File: config.mk
export PLATFORM = sky130hd
export DESIGN_NAME = tsig_top
export DESIGN_NICKNAME = d
export VERILOG_FILES = /design/src/common/tsig_pkg.sv /design/src/rtl/tsig_cst_rx.sv /design/src/rtl/tsig_ins.sv /design/src/rtl/tsig_top.sv
export SDC_FILE = /design/constraint.sdc
export NUM_CORES = 1
export LEC_CHECK = 0
export ABC_AREA = 1
export BUFFER_PORTS_ARGS = -buffer_cell sky130_fd_sc_hd__buf_2
export CORE_MARGIN = 2
export CORE_UTILIZATION = 45
export CTS_CLUSTER_DIAMETER = 80
export DETAILED_ROUTE_END_ITERATION = 10
export SLEW_MARGIN = 25
export SYNTH_ARGS = -nofsm -noshare
export SYNTH_HDL_FRONTEND = slang
export SYNTH_SLANG_ARGS = --single-unit
File: constraint.sdc
create_clock -name ref_clk -period 9.25 [get_ports ref_clk]
set_input_delay 1.85 -clock ref_clk [delete_from_list [all_inputs] [get_ports ref_clk]]
set_output_delay 1.85 -clock ref_clk [all_outputs]
set_load 0.01 [all_outputs]
File: src/common/tsig_pkg.sv
// Purpose: shared constants for the transmit robbed-bit signaling block
// Assumes: T1 framing, 24 channels, 8-bit microport data, MSB-first serial control stream
// Notes:   frame numbers are 1-based as counted within the superframe

package tsig_pkg;

    // ************************************************************
    // channel and word geometry
    // ************************************************************
    localparam int          NUM_CH       = 24;     // DS1 channels
    localparam int          CH_W         = 5;      // width of a channel index
    localparam int          LO_PAGE_CH   = 16;     // channels served by the first page
    localparam int          SLOT_W       = 8;      // bits per time slot and per register
    localparam int          SIG_W        = 4;      // A, B, C, D
    localparam int          NIB_HI_LSB   = 4;      // lowest bit of the upper nibble
    localparam int          BITCNT_W     = 3;      // bit counter inside a slot

    // ************************************************************
    // microport map
    // ************************************************************
    localparam logic [3:0]  PAGE_TX_LO   = 4'h5;   // channels 1 to 16
    localparam logic [3:0]  PAGE_TX_HI   = 4'h6;   // channels 17 to 24
    localparam logic [4:0]  ADDR_WIN_MSK = 5'h10;  // upper address bit selects the word block
    localparam logic [4:0]  ADDR_SIG_BASE = 5'h10; // first signaling word
    localparam logic [4:0]  ADDR_HI_LAST = 5'h17;  // last mapped word of the second page
    localparam logic [3:0]  SIG_RESET    = 4'h0;   // signaling words after reset

    // ************************************************************
    // signaling bit positions and robbed frames
    // ************************************************************
    localparam int          BIT_A        = 3;
    localparam int          BIT_B        = 2;
    localparam int          BIT_C        = 1;
    localparam int          BIT_D        = 0;
    localparam int          ROB_BIT      = 0;      // bit position 8 is the last bit sent, the LSB
    localparam logic [4:0]  FRM_A        = 5'h06;
    localparam logic [4:0]  FRM_B        = 5'h0C;
    localparam logic [4:0]  FRM_C        = 5'h12;
    localparam logic [4:0]  FRM_D        = 5'h18;

endpackage : tsig_pkg

File: src/rtl/tsig_cst_rx.sv
// Purpose: deserialise the serial control stream into one byte per active slot
// Assumes: data is a pin and is synchronised; tick and frame start come from local timing
// Notes:   tick and frame start are delayed two cycles to stay aligned with the synchronised data

`timescale 1ns/10ps

module tsig_cst_rx
    import tsig_pkg::*;
#(
    parameter int SLOTS = NUM_CH
) (
    input  wire logic              ref_clk,
    input  wire logic              srst,
    input  wire logic              serial_control_stream_in,
    input  wire logic              cst_frame_start,
    input  wire logic              cst_bit_tick,
    output logic                   slot_valid,
    output logic [CH_W-1:0]        slot_idx,
    output logic [SLOT_W-1:0]      slot_byte
);

    typedef enum logic [1:0] {
        TSIG_RX_IDLE   = 2'b01,
        TSIG_RX_ACTIVE = 2'b10
    } tsig_rx_state_t;

    tsig_rx_state_t         state_reg, state_next;
    logic                   sync1_reg, sync2_reg;
    logic [1:0]             tick_d_reg, fs_d_reg;
    logic [BITCNT_W-1:0]    bit_reg, bit_next;
    logic [CH_W-1:0]        slot_reg, slot_next;
    logic [SLOT_W-1:0]      shift_reg, shift_next;
    logic                   valid_reg, valid_next;
    logic [CH_W-1:0]        idx_reg, idx_next;
    logic [SLOT_W-1:0]      byte_reg, byte_next;

    // slot framing: every active slot yields one byte, trailing slots are skipped
    always_comb begin
        state_next = state_reg;
        bit_next   = bit_reg;
        slot_next  = slot_reg;
        shift_next = shift_reg;
        valid_next = 1'b0;
        idx_next   = idx_reg;
        byte_next  = byte_reg;
        if (tick_d_reg[1] && fs_d_reg[1]) begin
            state_next = TSIG_RX_ACTIVE;
            shift_next = {{(SLOT_W-1){1'b0}}, sync2_reg};
            bit_next   = BITCNT_W'(1);
            slot_next  = '0;
        end else if (tick_d_reg[1] && state_reg == TSIG_RX_ACTIVE) begin
            shift_next = {shift_reg[SLOT_W-2:0], sync2_reg};
            bit_next   = bit_reg + BITCNT_W'(1);
            if (bit_reg == BITCNT_W'(SLOT_W-1)) begin
                valid_next = 1'b1;
                idx_next   = slot_reg;
                byte_next  = shift_next;
                slot_next  = slot_reg + CH_W'(1);
                if (slot_reg == CH_W'(SLOTS-1)) begin
                    state_next = TSIG_RX_IDLE;
                end
            end
        end
    end

    // first sync stage feeds only the second
    always_ff @(posedge ref_clk) begin
        sync1_reg  <= serial_control_stream_in;
        sync2_reg  <= sync1_reg;
        tick_d_reg <= {tick_d_reg[0], cst_bit_tick};
        fs_d_reg   <= {fs_d_reg[0], cst_frame_start};
        if (srst) begin
            state_reg <= TSIG_RX_IDLE;
            bit_reg   <= '0;
            slot_reg  <= '0;
            shift_reg <= '0;
            valid_reg <= 1'b0;
            idx_reg   <= '0;
            byte_reg  <= '0;
        end else begin
            state_reg <= state_next;
            bit_reg   <= bit_next;
            slot_reg  <= slot_next;
            shift_reg <= shift_next;
            valid_reg <= valid_next;
            idx_reg   <= idx_next;
            byte_reg  <= byte_next;
        end
    end

    assign slot_valid = valid_reg;
    assign slot_idx   = idx_reg;
    assign slot_byte  = byte_reg;

    property p_slot_bound;
        @(posedge ref_clk) disable iff (srst)
        valid_reg |-> (idx_reg < CH_W'(SLOTS));
    endproperty
    a_slot_bound: assert property (p_slot_bound) else $error("slot index beyond active slots");

    property p_slot_spacing;
        @(posedge ref_clk) disable iff (srst)
        valid_reg |=> !valid_reg;
    endproperty
    a_slot_spacing: assert property (p_slot_spacing) else $error("slot bytes back to back");

endmodule : tsig_cst_rx

File: src/rtl/tsig_ins.sv
// Purpose: rob bit position 8 of one channel byte with its signaling bit
// Assumes: frame number counts 1..12 in D4 and 1..24 in ESF
// Notes:   purely combinational; the caller registers the result

`timescale 1ns/10ps

module tsig_ins
    import tsig_pkg::*;
(
    input  wire logic [SLOT_W-1:0] byte_in,
    input  wire logic [4:0]        frame_num,
    input  wire logic              esf_mode,
    input  wire logic              clear_channel,
    input  wire logic [SIG_W-1:0]  abcd,
    output logic      [SLOT_W-1:0] byte_out
);

    // a and b in both formats, c and d only in the 24-frame superframe
    always_comb begin
        byte_out = byte_in;
        if (!clear_channel) begin
            if (frame_num == FRM_A) begin
                byte_out[ROB_BIT] = abcd[BIT_A];
            end else if (frame_num == FRM_B) begin
                byte_out[ROB_BIT] = abcd[BIT_B];
            end else if (esf_mode && frame_num == FRM_C) begin
                byte_out[ROB_BIT] = abcd[BIT_C];
            end else if (esf_mode && frame_num == FRM_D) begin
                byte_out[ROB_BIT] = abcd[BIT_D];
            end
        end
    end

endmodule : tsig_ins

File: src/rtl/tsig_top.sv
// Purpose: transmit robbed-bit signaling insertion for a T1 framer
// Assumes: microport strobes, per-slot control bits and line timing are on ref_clk;
//          only the serial control stream data pin is asynchronous
// Notes:   new signaling takes effect only at a superframe boundary

`timescale 1ns/10ps

// How it works
// - signaling words at two pages, 24 channels
// - select high: take bits from host register
// - select low: take bits from serial stream
// - bit 3 is A, frame 6
// - bit 2 is B, frame 12
// - bit 1 is C, ESF frame 18 only
// - bit 0 is D, ESF frame 24 only
// - bits 7 to 4 unused, no effect
// - 24 stream slots, one byte each, sampled
// - nibble select high uses upper nibble
// - nibble select low uses lower nibble
// - ESF sends A, B, C, D in 6,12,18,24
// - D4 sends A, B; drops C, D
// - second page words 8 to 15 unmapped
// - clear channel suppresses robbed-bit insertion
// - source select is per-slot control bit 1
module tsig_top
    import tsig_pkg::*;
#(
    parameter int CHANNELS = NUM_CH
) (
    input  wire logic                ref_clk,
    input  wire logic                srst,
    input  wire logic                mp_cs,
    input  wire logic                mp_wr,
    input  wire logic                mp_rd,
    input  wire logic [3:0]          mp_page,
    input  wire logic [4:0]          mp_addr,
    input  wire logic [SLOT_W-1:0]   mp_wdata,
    output logic      [SLOT_W-1:0]   mp_rdata,
    input  wire logic [CHANNELS-1:0] sig_source_select,
    input  wire logic [CHANNELS-1:0] clear_channel_flag,
    input  wire logic                upper_nibble_select,
    input  wire logic                esf_mode,
    input  wire logic                serial_control_stream_in,
    input  wire logic                cst_frame_start,
    input  wire logic                cst_bit_tick,
    input  wire logic                tx_sf_start,
    input  wire logic                tx_byte_valid,
    input  wire logic [4:0]          tx_frame_num,
    input  wire logic [CH_W-1:0]     tx_chan,
    input  wire logic [SLOT_W-1:0]   tx_byte_in,
    output logic      [SLOT_W-1:0]   tx_byte_out,
    output logic                     tx_byte_out_valid
);

    // ************************************************************
    // storage
    // ************************************************************
    logic [SIG_W-1:0]   sig_reg     [CHANNELS];   // host-written words
    logic [SIG_W-1:0]   sig_next    [CHANNELS];
    logic [SIG_W-1:0]   cst_nib_reg [CHANNELS];   // latest nibble from the stream
    logic [SIG_W-1:0]   cst_nib_next[CHANNELS];
    logic [SIG_W-1:0]   act_reg     [CHANNELS];   // bits in force this superframe
    logic [SIG_W-1:0]   act_next    [CHANNELS];
    logic [SLOT_W-1:0]  rdata_reg, rdata_next;
    logic [SLOT_W-1:0]  out_reg, out_next;
    logic               out_valid_reg, out_valid_next;

    logic               map_hit;
    logic [CH_W-1:0]    map_ch;
    logic               wr_req;
    logic               rd_req;
    logic               slot_valid;
    logic [CH_W-1:0]    slot_idx;
    logic [SLOT_W-1:0]  slot_byte;
    logic [SIG_W-1:0]   slot_nib;
    logic               chan_ok;
    logic [SIG_W-1:0]   sel_abcd;
    logic               sel_clear;
    logic [SLOT_W-1:0]  ins_byte;

    // ************************************************************
    // serial control stream
    // ************************************************************

    // one byte per active slot, slots past the channel count are ignored
    tsig_cst_rx #(
        .SLOTS                    (CHANNELS)
    ) u_cst_rx (
        .ref_clk                  (ref_clk),
        .srst                     (srst),
        .serial_control_stream_in (serial_control_stream_in),
        .cst_frame_start          (cst_frame_start),
        .cst_bit_tick             (cst_bit_tick),
        .slot_valid               (slot_valid),
        .slot_idx                 (slot_idx),
        .slot_byte                (slot_byte)
    );

    // nibble choice is global, not per channel
    always_comb begin
        if (upper_nibble_select) begin
            slot_nib = slot_byte[NIB_HI_LSB +: SIG_W];
        end else begin
            slot_nib = slot_byte[SIG_W-1:0];
        end
    end

    // ************************************************************
    // microport decode
    // ************************************************************

    // the second page maps only its first eight words; the rest hit nothing
    always_comb begin
        map_hit = 1'b0;
        map_ch  = '0;
        if ((mp_addr & ADDR_WIN_MSK) == ADDR_SIG_BASE) begin
            if (mp_page == PAGE_TX_LO) begin
                map_hit = 1'b1;
                map_ch  = {1'b0, mp_addr[3:0]};
            end else if (mp_page == PAGE_TX_HI && mp_addr <= ADDR_HI_LAST) begin
                map_hit = 1'b1;
                map_ch  = CH_W'(LO_PAGE_CH) + {2'b00, mp_addr[2:0]};
            end
        end
    end

    assign wr_req = mp_cs && mp_wr && map_hit;
    assign rd_req = mp_cs && mp_rd;

    // ************************************************************
    // per-channel state
    // ************************************************************

    // each channel keeps both sources ready; the choice is made at the boundary
    // so a change mid-superframe never splits A and B across two values
    for (genvar g = 0; g < CHANNELS; g++) begin : g_ch
        always_comb begin
            sig_next[g]     = sig_reg[g];
            cst_nib_next[g] = cst_nib_reg[g];
            act_next[g]     = act_reg[g];
            if (wr_req && map_ch == CH_W'(g)) begin
                sig_next[g] = mp_wdata[SIG_W-1:0];
            end
            if (slot_valid && slot_idx == CH_W'(g)) begin
                cst_nib_next[g] = slot_nib;
            end
            if (tx_sf_start) begin
                if (sig_source_select[g]) begin
                    act_next[g] = sig_reg[g];
                end else begin
                    act_next[g] = cst_nib_reg[g];
                end
            end
        end
    end

    // read returns the word, upper nibble zero; unmapped reads zero
    always_comb begin
        rdata_next = rdata_reg;
        if (rd_req) begin
            if (map_hit) begin
                rdata_next = {{(SLOT_W-SIG_W){1'b0}}, sig_reg[map_ch]};
            end else begin
                rdata_next = '0;
            end
        end
    end

    // ************************************************************
    // line side insertion
    // ************************************************************

    // out-of-range channel numbers pass untouched
    always_comb begin
        chan_ok   = (tx_chan < CH_W'(CHANNELS));
        sel_abcd  = '0;
        sel_clear = 1'b1;
        if (chan_ok) begin
            sel_abcd  = act_reg[tx_chan];
            sel_clear = clear_channel_flag[tx_chan];
        end
    end

    // one insertion path serves both sources, which keeps register and stream handling identical
    tsig_ins u_ins (
        .byte_in       (tx_byte_in),
        .frame_num     (tx_frame_num),
        .esf_mode      (esf_mode),
        .clear_channel (sel_clear),
        .abcd          (sel_abcd),
        .byte_out      (ins_byte)
    );

    // output byte holds between line strobes
    always_comb begin
        out_valid_next = tx_byte_valid;
        out_next       = out_reg;
        if (tx_byte_valid) begin
            out_next = ins_byte;
        end
    end

    // ************************************************************
    // registers
    // ************************************************************
    always_ff @(posedge ref_clk) begin
        if (srst) begin
            for (int i = 0; i < CHANNELS; i++) begin
                sig_reg[i]     <= SIG_RESET;
                cst_nib_reg[i] <= SIG_RESET;
                act_reg[i]     <= SIG_RESET;
            end
            rdata_reg     <= '0;
            out_reg       <= '0;
            out_valid_reg <= 1'b0;
        end else begin
            for (int i = 0; i < CHANNELS; i++) begin
                sig_reg[i]     <= sig_next[i];
                cst_nib_reg[i] <= cst_nib_next[i];
                act_reg[i]     <= act_next[i];
            end
            rdata_reg     <= rdata_next;
            out_reg       <= out_next;
            out_valid_reg <= out_valid_next;
        end
    end

    assign mp_rdata          = rdata_reg;
    assign tx_byte_out       = out_reg;
    assign tx_byte_out_valid = out_valid_reg;

    // ************************************************************
    // checks
    // ************************************************************

    property p_rob_a;
        @(posedge ref_clk) disable iff (srst)
        (tx_byte_valid && !sel_clear && tx_frame_num == FRM_A)
            |=> (tx_byte_out[ROB_BIT] == $past(sel_abcd[BIT_A])) && tx_byte_out_valid;
    endproperty
    a_rob_a: assert property (p_rob_a) else $error("bit A not robbed in frame 6");

    property p_rob_b;
        @(posedge ref_clk) disable iff (srst)
        (tx_byte_valid && !sel_clear && tx_frame_num == FRM_B)
            |=> tx_byte_out[ROB_BIT] == $past(sel_abcd[BIT_B]);
    endproperty
    a_rob_b: assert property (p_rob_b) else $error("bit B not robbed in frame 12");

    property p_rob_c_esf;
        @(posedge ref_clk) disable iff (srst)
        (tx_byte_valid && !sel_clear && esf_mode && tx_frame_num == FRM_C)
            |=> tx_byte_out[ROB_BIT] == $past(sel_abcd[BIT_C]);
    endproperty
    a_rob_c_esf: assert property (p_rob_c_esf) else $error("bit C not robbed in ESF frame 18");

    property p_rob_d_esf;
        @(posedge ref_clk) disable iff (srst)
        (tx_byte_valid && !sel_clear && esf_mode && tx_frame_num == FRM_D)
            |=> tx_byte_out[ROB_BIT] == $past(sel_abcd[BIT_D]);
    endproperty
    a_rob_d_esf: assert property (p_rob_d_esf) else $error("bit D not robbed in ESF frame 24");

    property p_d4_no_c;
        @(posedge ref_clk) disable iff (srst)
        (tx_byte_valid && !esf_mode && tx_frame_num == FRM_C)
            |=> tx_byte_out == $past(tx_byte_in);
    endproperty
    a_d4_no_c: assert property (p_d4_no_c) else $error("D4 byte altered in frame 18");

    property p_clear_pass;
        @(posedge ref_clk) disable iff (srst)
        (tx_byte_valid && sel_clear) |=> tx_byte_out == $past(tx_byte_in);
    endproperty
    a_clear_pass: assert property (p_clear_pass) else $error("clear channel byte altered");

    property p_upper_zero;
        @(posedge ref_clk) disable iff (srst)
        rd_req |=> mp_rdata[SLOT_W-1:SIG_W] == '0;
    endproperty
    a_upper_zero: assert property (p_upper_zero) else $error("unused bits read nonzero");

    property p_unmapped_zero;
        @(posedge ref_clk) disable iff (srst)
        (rd_req && mp_page == PAGE_TX_HI && mp_addr > ADDR_HI_LAST) |=> mp_rdata == '0;
    endproperty
    a_unmapped_zero: assert property (p_unmapped_zero) else $error("unmapped word read nonzero");

    property p_hold_sf;
        @(posedge ref_clk) disable iff (srst)
        !tx_sf_start |=> act_reg[0] == $past(act_reg[0]);
    endproperty
    a_hold_sf: assert property (p_hold_sf) else $error("signaling changed mid superframe");

    property p_src_reg;
        @(posedge ref_clk) disable iff (srst)
        (tx_sf_start && sig_source_select[0]) |=> act_reg[0] == $past(sig_reg[0]);
    endproperty
    a_src_reg: assert property (p_src_reg) else $error("register source not taken");

    property p_src_cst;
        @(posedge ref_clk) disable iff (srst)
        (tx_sf_start && !sig_source_select[0]) |=> act_reg[0] == $past(cst_nib_reg[0]);
    endproperty
    a_src_cst: assert property (p_src_cst) else $error("stream source not taken");

endmodule : tsig_top

==> key figures, run 1 <==
Setup path
  – Crit-path cells: buf_2 > buf_4 > inv_1 > o21ai_0 > o211ai_1 > nand3_1 > nand2_1 > nand2_1 > nand2_1 > nand2_1 > nand2_1 > nand2_1 > nand2_1 > nand2_1 > a21oi_1
  – Crit path buffers/inverters: 3
  – Setup CP Type: input port to flop
  – Critical path data required time: 9.70 ns
  – Worst setup EP type: flop
  – Most common cell type on the critical path: sky130_fd_sc_hd__nand2_1
  – Largest incremental delay on the critical path: 0.78 ns
  – Arrival time reported for the critical path endpoint: approximately 4.5 ns
  – Max FO, Critical Path: 38
  – Cell family with the largest share of critical-path delay: buffers and inverters
  – CP startpoint kind: input port
  – Critical Path Slowest Stage Cell: sky130_fd_sc_hd__inv_1

Worst hold path
  – Hold Path Class: flop to flop

Global routing
  – Largest net degree at the start of global routing: 96
  – Total global routing overflow: 0
  – Wire length of the first global-routing pass: 72300 um
  – Initial antenna violation count: 2
  – Number of global-route vias before repair: 12600
  – Total global routing track utilization: 26.4%

STA
  – RSZ-0062 raised after global routing: no
  – Slew at the pin closest to its max-slew limit: 1.12 ns
  – Worst clock skew: 0.0178 ns
  – Min Tclk post-route: just over 4 ns
  – Count of endpoints failing setup in the final report: 0
  – Tcrit/Tclk final: a little over two fifths
  – Total Neg Setup Slack: 0 ns
  – Maximum clock frequency: 0.246 GHz
  – Final hold vios: 0
  – Headroom to the max-slew limit: 25.3%
  – Final Max Tran Viols: 0

Cells and area
  – Utilization of the core after routing: between 50 and 60%
  – Area growth from synthesis to layout: 13.3%
  – Most frequent standard cell in the layout excluding fill and tap cells: sky130_fd_sc_hd__a21oi_1
  – Fraction of final layout cells sized beyond drive strength 1: 12.1%
  – Final Net Count: 2072
  – Most frequent cells in the layout: sky130_fd_sc_hd__a21oi_1, sky130_fd_sc_hd__nand2_1, sky130_fd_sc_hd__o21ai_0, sky130_fd_sc_hd__dfxtp_1

Drt
  – Starting DRT DRC Count: around 1300
  – DR pass1 iterations: 8
  – Detailed-route wire length per cell: 19.3 um
  – Total via count after detailed routing: 13600
  – Number of routed nets with antenna violations: 0
  – Final routed wirelength across all metal layers: ~47000 um
  – Routed via count divided by cell count: 5.54
  – # DRC: 0

Logic synthesis
  – Synthesized instance count: around 1900
  – Flip-flop and latch count after synthesis: 338
  – Seq/Total Area, Yosys: 50.5%
  – Syn_area_per_cell: 8.00 um^2
  – YS warnings: 0
  – Number of library cell types mapped by synthesis: 43
  – Post-synthesis cell area: 0.0153 mm^2

Placed design
  – IO Port Bufs: 103
  – Placer Congestion: 0.874
  – Detailed placement HPWL: between 30000 and 40000 um

Clocking
  – CTS clk-pin slew, worst paths: about 0.060 ns
  – CTS tree: built
  – Hold-fix buffers, CTS: 0
  – Clk Tree Root Cell: sky130_fd_sc_hd__clkbuf_16
  – Number of H-tree levels: 2
  – Worst-case clock buffer depth: 3
  – Clock latency at the later pin of the worst-skew pair: 0.53 ns
  – Number of instances resized during post-cts repair: 0
  – CTS Buf Count: 37
  – Post CTS Setup Buffer Count: 0
  – Sinks on Clock Net: 338

Power
  – Power per standard cell area: 188 mW/mm^2
  – Largest voltage drop on the vdd net: 131 uV
  – Leak pwr: ~7 nW

Floorplanning
  – Core region area: 0.0335 mm^2
  – Ports: 112
  – Horizontal die dimension: between 150 and 200 um
  – Rows: 67
  – Initial Util: 45.7%
  – Die Footprint: between 0.03 and 0.04 mm^2
  – Overall die height: 188 um

Outcome
  – Status: finished, final reports clean

Flow run
  – Max capacitance violation total: 0
## routing by layer
| metal | routed length [um] | track usage (%) | vias to the layer above |
|---|---|---|---|
| li1 | - | - | 6631 |
| met1 | 21000 | 36.7 | 6333 |
| met2 | 21300 | 41.7 | 523 |
| met3 | 3580 | 4.77 | 94 |
| met4 | 1370 | 8.56 | 2 |
| met5 | 16 | 0 | - |
## final cells by class
type / instances / area, um^2
timing repair buffer: 116 / 633
multi-input combinational: 1301 / 6500
antenna: 1 / 2.50
sequential: 338 / 7730
clock buffer: 50 / 1050
clock inverter: 18 / 179
inverter: 180 / 702
tap: 448 / 561
fill: 3225 / 16200
## synthesized netlist by cell type
library cell | count | area share, %
sky130_fd_sc_hd__a21oi_1 | 315 | 10
sky130_fd_sc_hd__nand2_1 | 287 | 7.0
sky130_fd_sc_hd__o21ai_0 | 257 | 8.4
sky130_fd_sc_hd__dfxtp_1 | 242 | 32
sky130_fd_sc_hd__nor2_1 | 170 | 4.2
sky130_fd_sc_hd__inv_1 | 165 | 4.0
sky130_fd_sc_hd__nand3_1 | 98 | 3.2
sky130_fd_sc_hd__edfxtp_1 | 96 | 19
sky130_fd_sc_hd__clkbuf_1 | 76 | 1.9
sky130_fd_sc_hd__o21ai_1 | 66 | 2.2
sky130_fd_sc_hd__nand4_1 | 15 | 0.61
sky130_fd_sc_hd__nor2_8 | 12 | 1.6
sky130_fd_sc_hd__buf_2 | 11 | 0.36
sky130_fd_sc_hd__o211ai_1 | 11 | 0.54
sky130_fd_sc_hd__nor2_4 | 8 | 0.59
sky130_fd_sc_hd__nor3_1 | 8 | 0.26
sky130_fd_sc_hd__inv_2 | 7 | 0.17
sky130_fd_sc_hd__o221ai_1 | 7 | 0.40
sky130_fd_sc_hd__o22ai_1 | 6 | 0.25
sky130_fd_sc_hd__buf_6 | 5 | 0.37
sky130_fd_sc_hd__nand2_2 | 5 | 0.20
sky130_fd_sc_hd__nand3_4 | 5 | 0.57
sky130_fd_sc_hd__buf_4 | 4 | 0.20
sky130_fd_sc_hd__inv_4 | 4 | 0.16
sky130_fd_sc_hd__nand2_4 | 4 | 0.29
sky130_fd_sc_hd__nor2_2 | 4 | 0.16
sky130_fd_sc_hd__clkinv_1 | 3 | 0.074
sky130_fd_sc_hd__ha_1 | 3 | 0.25
sky130_fd_sc_hd__nor3_4 | 3 | 0.32
sky130_fd_sc_hd__a21oi_2 | 2 | 0.11
sky130_fd_sc_hd__mux2_2 | 2 | 0.15
sky130_fd_sc_hd__or2_2 | 2 | 0.082
sky130_fd_sc_hd__a211oi_1 | 1 | 0.049
sky130_fd_sc_hd__a21boi_0 | 1 | 0.049
sky130_fd_sc_hd__a22oi_1 | 1 | 0.049
sky130_fd_sc_hd__buf_1 | 1 | 0.024
sky130_fd_sc_hd__buf_12 | 1 | 0.13
sky130_fd_sc_hd__bufinv_8 | 1 | 0.11
sky130_fd_sc_hd__conb_1 | 1 | 0.024
sky130_fd_sc_hd__nor4_1 | 1 | 0.041
sky130_fd_sc_hd__o21ai_4 | 1 | 0.11
sky130_fd_sc_hd__or4_1 | 1 | 0.049
sky130_fd_sc_hd__xor2_1 | 1 | 0.057
## cells by family after synthesis
| logic type | count (synthesis) | share of synthesized area (%) |
|---|---|---|
| adder cells (fa/ha/maj) | 3 | 0.245 |
| AND/OR/NAND/NOR | 623 | 19.2 |
| AO/OA/AOI/OAI | 668 | 22.4 |
| buffers and inverters | 278 | 7.51 |
| XOR/XNOR | 1 | 0.0572 |
| multiplexers | 2 | 0.147 |
| flip-flops | 338 | 50.5 |
| other | 1 | 0.0245 |
## power by group
group	internal (W)	switching, W	total, W
logic	0.0000539	0.000143	0.000197
registers	0.00155	0.00000884	0.00156
clock network	0.000883	0.000614	0.00150
## final timing paths
path | from | endpoint | slack (ns) | depth (start not counted)
worst max-delay path | tx_chan[1] | tx_byte_out[0] | 5.19 | 15
worst max register to register | u_cst_rx.tick_d_reg[1] | u_cst_rx.slot_idx[2] | 6.66 | 7
worst min register to register | u_cst_rx.tick_d_reg[0] | u_cst_rx.tick_d_reg[1] | 0.32 | 0
worst min-delay path | u_cst_rx.tick_d_reg[0] | u_cst_rx.tick_d_reg[1] | 0.32 | 0
## stage by stage
stage                     setup slack, ns  instance area (um^2)  std cells  hold slack, ns  total power [W]
after floorplan                      4.09                 15300       1917           0.310          0.00171
after global routing                 5.01                 17400       2452           0.342          0.00335
final                                5.19                 17400       2452           0.325          0.00326
after detailed placement             4.70                 16100       2382           0.314          0.00179
after global placement               4.71                 16100       2382           0.312          0.00179
after CTS                            5.23                 17300       2450           0.328          0.00327
Power figures use the tool's default switching activity.
==> inputs of run 2 (changes only) <==
--- a/config.mk
+++ b/config.mk
@@ -5,7 +5,7 @@
 export SDC_FILE = /design/constraint.sdc
 export NUM_CORES = 1
 export LEC_CHECK = 0
-export ABC_AREA = 1
+export ABC_AREA = 0
 export BUFFER_PORTS_ARGS = -buffer_cell sky130_fd_sc_hd__buf_2
 export CORE_MARGIN = 2
 export CORE_UTILIZATION = 45
==> constraint.sdc (replaced) <==
create_clock -name ref_clk -period 3.3 [get_ports ref_clk]
set_input_delay 0.66 -clock ref_clk [delete_from_list [all_inputs] [get_ports ref_clk]]
set_output_delay 0.66 -clock ref_clk [all_outputs]
set_load 0.01 [all_outputs]
==> run 2 against run 1 <==
Effect of this change: final area increased by 0.63%; synthesized area increased by 0.42%; global-route usage decreased by 2.3 points; clock skew decreased by 0.0016 ns; power increased to 2.7 times the previous value; setup slack got worse by 4.3 ns; wire length decreased by 8.2%; sequential cell count unchanged; critical path type unchanged; critical path depth decreased by 8; final cell count decreased by 15%; die area increased by 0.41%.
==> key figures, run 2 <==
Outcome
  – Status: finished, final reports clean

Logic synthesis
  – Dominant cell by count in the synthesized netlist: sky130_fd_sc_hd__nor2_1
  – Top cells by instance count after synthesis: sky130_fd_sc_hd__nor2_1, sky130_fd_sc_hd__dfxtp_1, sky130_fd_sc_hd__mux2i_1, sky130_fd_sc_hd__nand2_1, sky130_fd_sc_hd__a21oi_1
  – Synthesized instance count: 1553 (-19%)
  – Post-synthesis cell area: 0.0154 mm^2 (+0.42%)
  – Seq/Total Area, Yosys: 50.2% (-0.21 points)
  – Post-synth EDFFs: 96 (unchanged)
  – Main synth FF type: sky130_fd_sc_hd__dfxtp_1
  – Area fraction of the dominant cell type after synthesis: 31.5% (-0.13 points)
  – Dominant cell type by area after synthesis: sky130_fd_sc_hd__dfxtp_1
  – Flip-flop and latch count after synthesis: 338 (unchanged)
  – Synth async-reset ratio: 0% (unchanged)
  – YS warnings: 0 (unchanged)
  – Number of library cell types mapped by synthesis: 74 (+72%)
  – Cell types with the largest area share after synthesis: sky130_fd_sc_hd__dfxtp_1, sky130_fd_sc_hd__edfxtp_1, sky130_fd_sc_hd__mux2i_1
  – Syn_area_per_cell: 9.90 um^2 (+24%)

STA
  – Tcrit/Tclk final: 72.4%
  – Final hold vios: 0 (unchanged)
  – Headroom to the max-slew limit: 35.4% (+10 points)
  – Final Max Tran Viols: 0 (unchanged)
  – Maximum clock frequency: about 0.42 GHz
  – Min Tclk post-route: 2.39 ns
  – Count of endpoints failing setup in the final report: 0 (unchanged)
  – RSZ-0062 raised after global routing: no
  – Slew at the pin closest to its max-slew limit: 0.949 ns (-0.167 ns)
  – Worst clock skew: 0.0162 ns (-0.00165 ns)
  – Total Neg Setup Slack: 0 ns (unchanged)

Clocking
  – Worst-case clock buffer depth: 3 (unchanged)
  – Clk Tree Root Cell: sky130_fd_sc_hd__clkbuf_16
  – Number of instances resized during post-cts repair: 0 (unchanged)
  – Hold-fix buffers, CTS: 0 (unchanged)
  – Clock latency at the later pin of the worst-skew pair: 0.52 ns (about the same)
  – CTS Buf Count: 38 (+2.7%)
  – Number of H-tree levels: 2 (unchanged)
  – Sinks on Clock Net: 338 (unchanged)
  – Post CTS Setup Buffer Count: 0 (unchanged)
  – CTS tree: built
  – CTS clk-pin slew, worst paths: 0.06 ns (about the same)

Global routing
  – Total global routing track utilization: 24.1% (-2.3 points)
  – Wire length of the first global-routing pass: 65900 um (-8.9%)
  – Largest net degree at the start of global routing: 133 (+39%)
  – Initial antenna violation count: 1 (-1)
  – Number of global-route vias before repair: 11100 (-12%)
  – Total global routing overflow: 0 (unchanged)

Floorplanning
  – Initial Util: 45.7% (+0.076 points)
  – Core region area: 0.0336 mm^2 (+0.25%)
  – Ports: 112 (unchanged)
  – Die Footprint: 0.0357 mm^2 (+0.41%)
  – Rows: 67 (unchanged)
  – Overall die height: 189 um (+0.20%)
  – Horizontal die dimension: 189 um (+0.20%)

Cells and area
  – Final Net Count: 1699 (-18%)
  – Filler cells: 3055 (-5.3%)
  – Utilization of the core after routing: 51.9% (+0.19 points)
  – Fraction of final layout cells sized beyond drive strength 1: 16.3% (+4.2 points)
  – Flip-flop and latch area: 0.00773 mm^2 (unchanged)
  – Most frequent cells in the layout: sky130_fd_sc_hd__nor2_1, sky130_fd_sc_hd__dfxtp_1, sky130_fd_sc_hd__mux2i_1, sky130_fd_sc_hd__nand2_1, sky130_fd_sc_hd__a21oi_1
  – Area growth from synthesis to layout: 13.5%
  – Multi-input gate area in the final layout: 0.00707 mm^2 (+8.9%)
  – Most frequent standard cell in the layout excluding fill and tap cells: sky130_fd_sc_hd__nor2_1
  – Antenna fix cells: 0 (-1)

Power
  – Leak pwr: 6.42 nW (-6.7%)
  – Largest voltage drop on the vdd net: 355 uV (+170%)
  – Power per standard cell area: 511 mW/mm^2 (+170%)

Placed design
  – IO Port Bufs: 103 (unchanged)
  – Detailed placement HPWL: 30600 um (-2.8%)
  – Placer Congestion: 0.862 (-1.4%)

Setup path
  – Max FO, Critical Path: 17 (-55%)
  – Worst setup EP type: flop
  – CP startpoint kind: input port
  – Critical path data required time: 3.69 ns (-6.01 ns)
  – Setup CP Type: input port to flop
  – Arrival time reported for the critical path endpoint: 2.78 ns (-1.73 ns)

Drt
  – Final routed wirelength across all metal layers: 43400 um (-8.2%)
  – Starting DRT DRC Count: 1090 (-17%)
  – Detailed-route wire length per cell: 20.9 um (+8.4%)
  – Total via count after detailed routing: 11800 (-13%)
  – Number of routed nets with antenna violations: 0 (unchanged)
  – DR pass1 iterations: 5 (-3)
  – # DRC: 0 (unchanged)
  – Routed via count divided by cell count: 5.67 (+2.4%)

Flow run
  – Max capacitance violation total: 0 (unchanged)

Worst hold path
  – Hold Path Class: input port to flop
==> run 2: cell type report <==
class                           count  share of cell area [%]
Clock inverter                     10                   0.595
Tap cell                          448                    3.21
Timing Repair Buffer              145                    5.08
Inverter                            5                   0.107
Clock buffer                       58                    6.23
Multi-Input combinational cell   1073                    40.5
Sequential cell                   338                    44.3
==> run 2: critical path: stages <==
cell	delay, ns
sky130_fd_sc_hd__buf_2	0.27
sky130_fd_sc_hd__buf_12	0.24
sky130_fd_sc_hd__nand2b_1	0.16
sky130_fd_sc_hd__nor2_1	0.68
sky130_fd_sc_hd__nand3_1	0.41
sky130_fd_sc_hd__mux2i_1	0.28
sky130_fd_sc_hd__nor2_1	0.05
==> run 2: metal layers <==
metal | vias to the layer above | share of wire, % | GRT usage (%)
met1 | 5619 | 48 | 36.3
met2 | 415 | 42 | 35.5
met4 | 2 | 2.2 | 6.31
met3 | 66 | 7.6 | 4.52
met5 | - | 0.032 | 0
li1 | 5676 | - | -
==> run 2: cell families after synthesis <==
group,after synthesis,synth area share (%)
other,1,0.0244
AND/OR/NAND/NOR,544,15.5
multiplexers,202,16.2
adder cells (fa/ha/maj),3,0.244
buffers and inverters,145,4.22
XOR/XNOR,5,0.285
flip-flops,338,50.2
AO/OA/AOI/OAI,315,13.3
==> run 2: worst paths after layout <==
path | depth (start not counted) | slack (ns) | from | to
worst max-delay path | 7 | 0.91 | mp_addr[0] | sig_reg[14][2]
worst min register to register | 0 | 0.32 | u_cst_rx.fs_d_reg[0] | u_cst_rx.fs_d_reg[1]
worst min-delay path | 1 | 0.24 | cst_bit_tick | u_cst_rx.tick_d_reg[0]
worst max register to register | 5 | 1.28 | u_cst_rx.slot_valid | cst_nib_reg[0][0]
==> run 2: where the power goes <==
part	switching, W	leakage [nW]	internal (W)
sequential	0.0000186	3.02	0.00432
combinational	0.000309	2.81	0.000191
clock	0.00165	0.587	0.00243
==> run 2: stage by stage <==
stage / hold WS, ns / worst slack [ns] / instance area, um^2 / cells / power (W)
floorplan: 0.310 / 0.596 / 15400 / 1556 / 0.00476
global placement: 0.311 / 0.392 / 16300 / 2009 / 0.00492
detailed placement: 0.312 / 0.377 / 16300 / 2009 / 0.00493
CTS: 0.219 / 0.921 / 17500 / 2077 / 0.00899
global route: 0.223 / 0.800 / 17500 / 2077 / 0.00919
finish: 0.235 / 0.910 / 17500 / 2077 / 0.00892
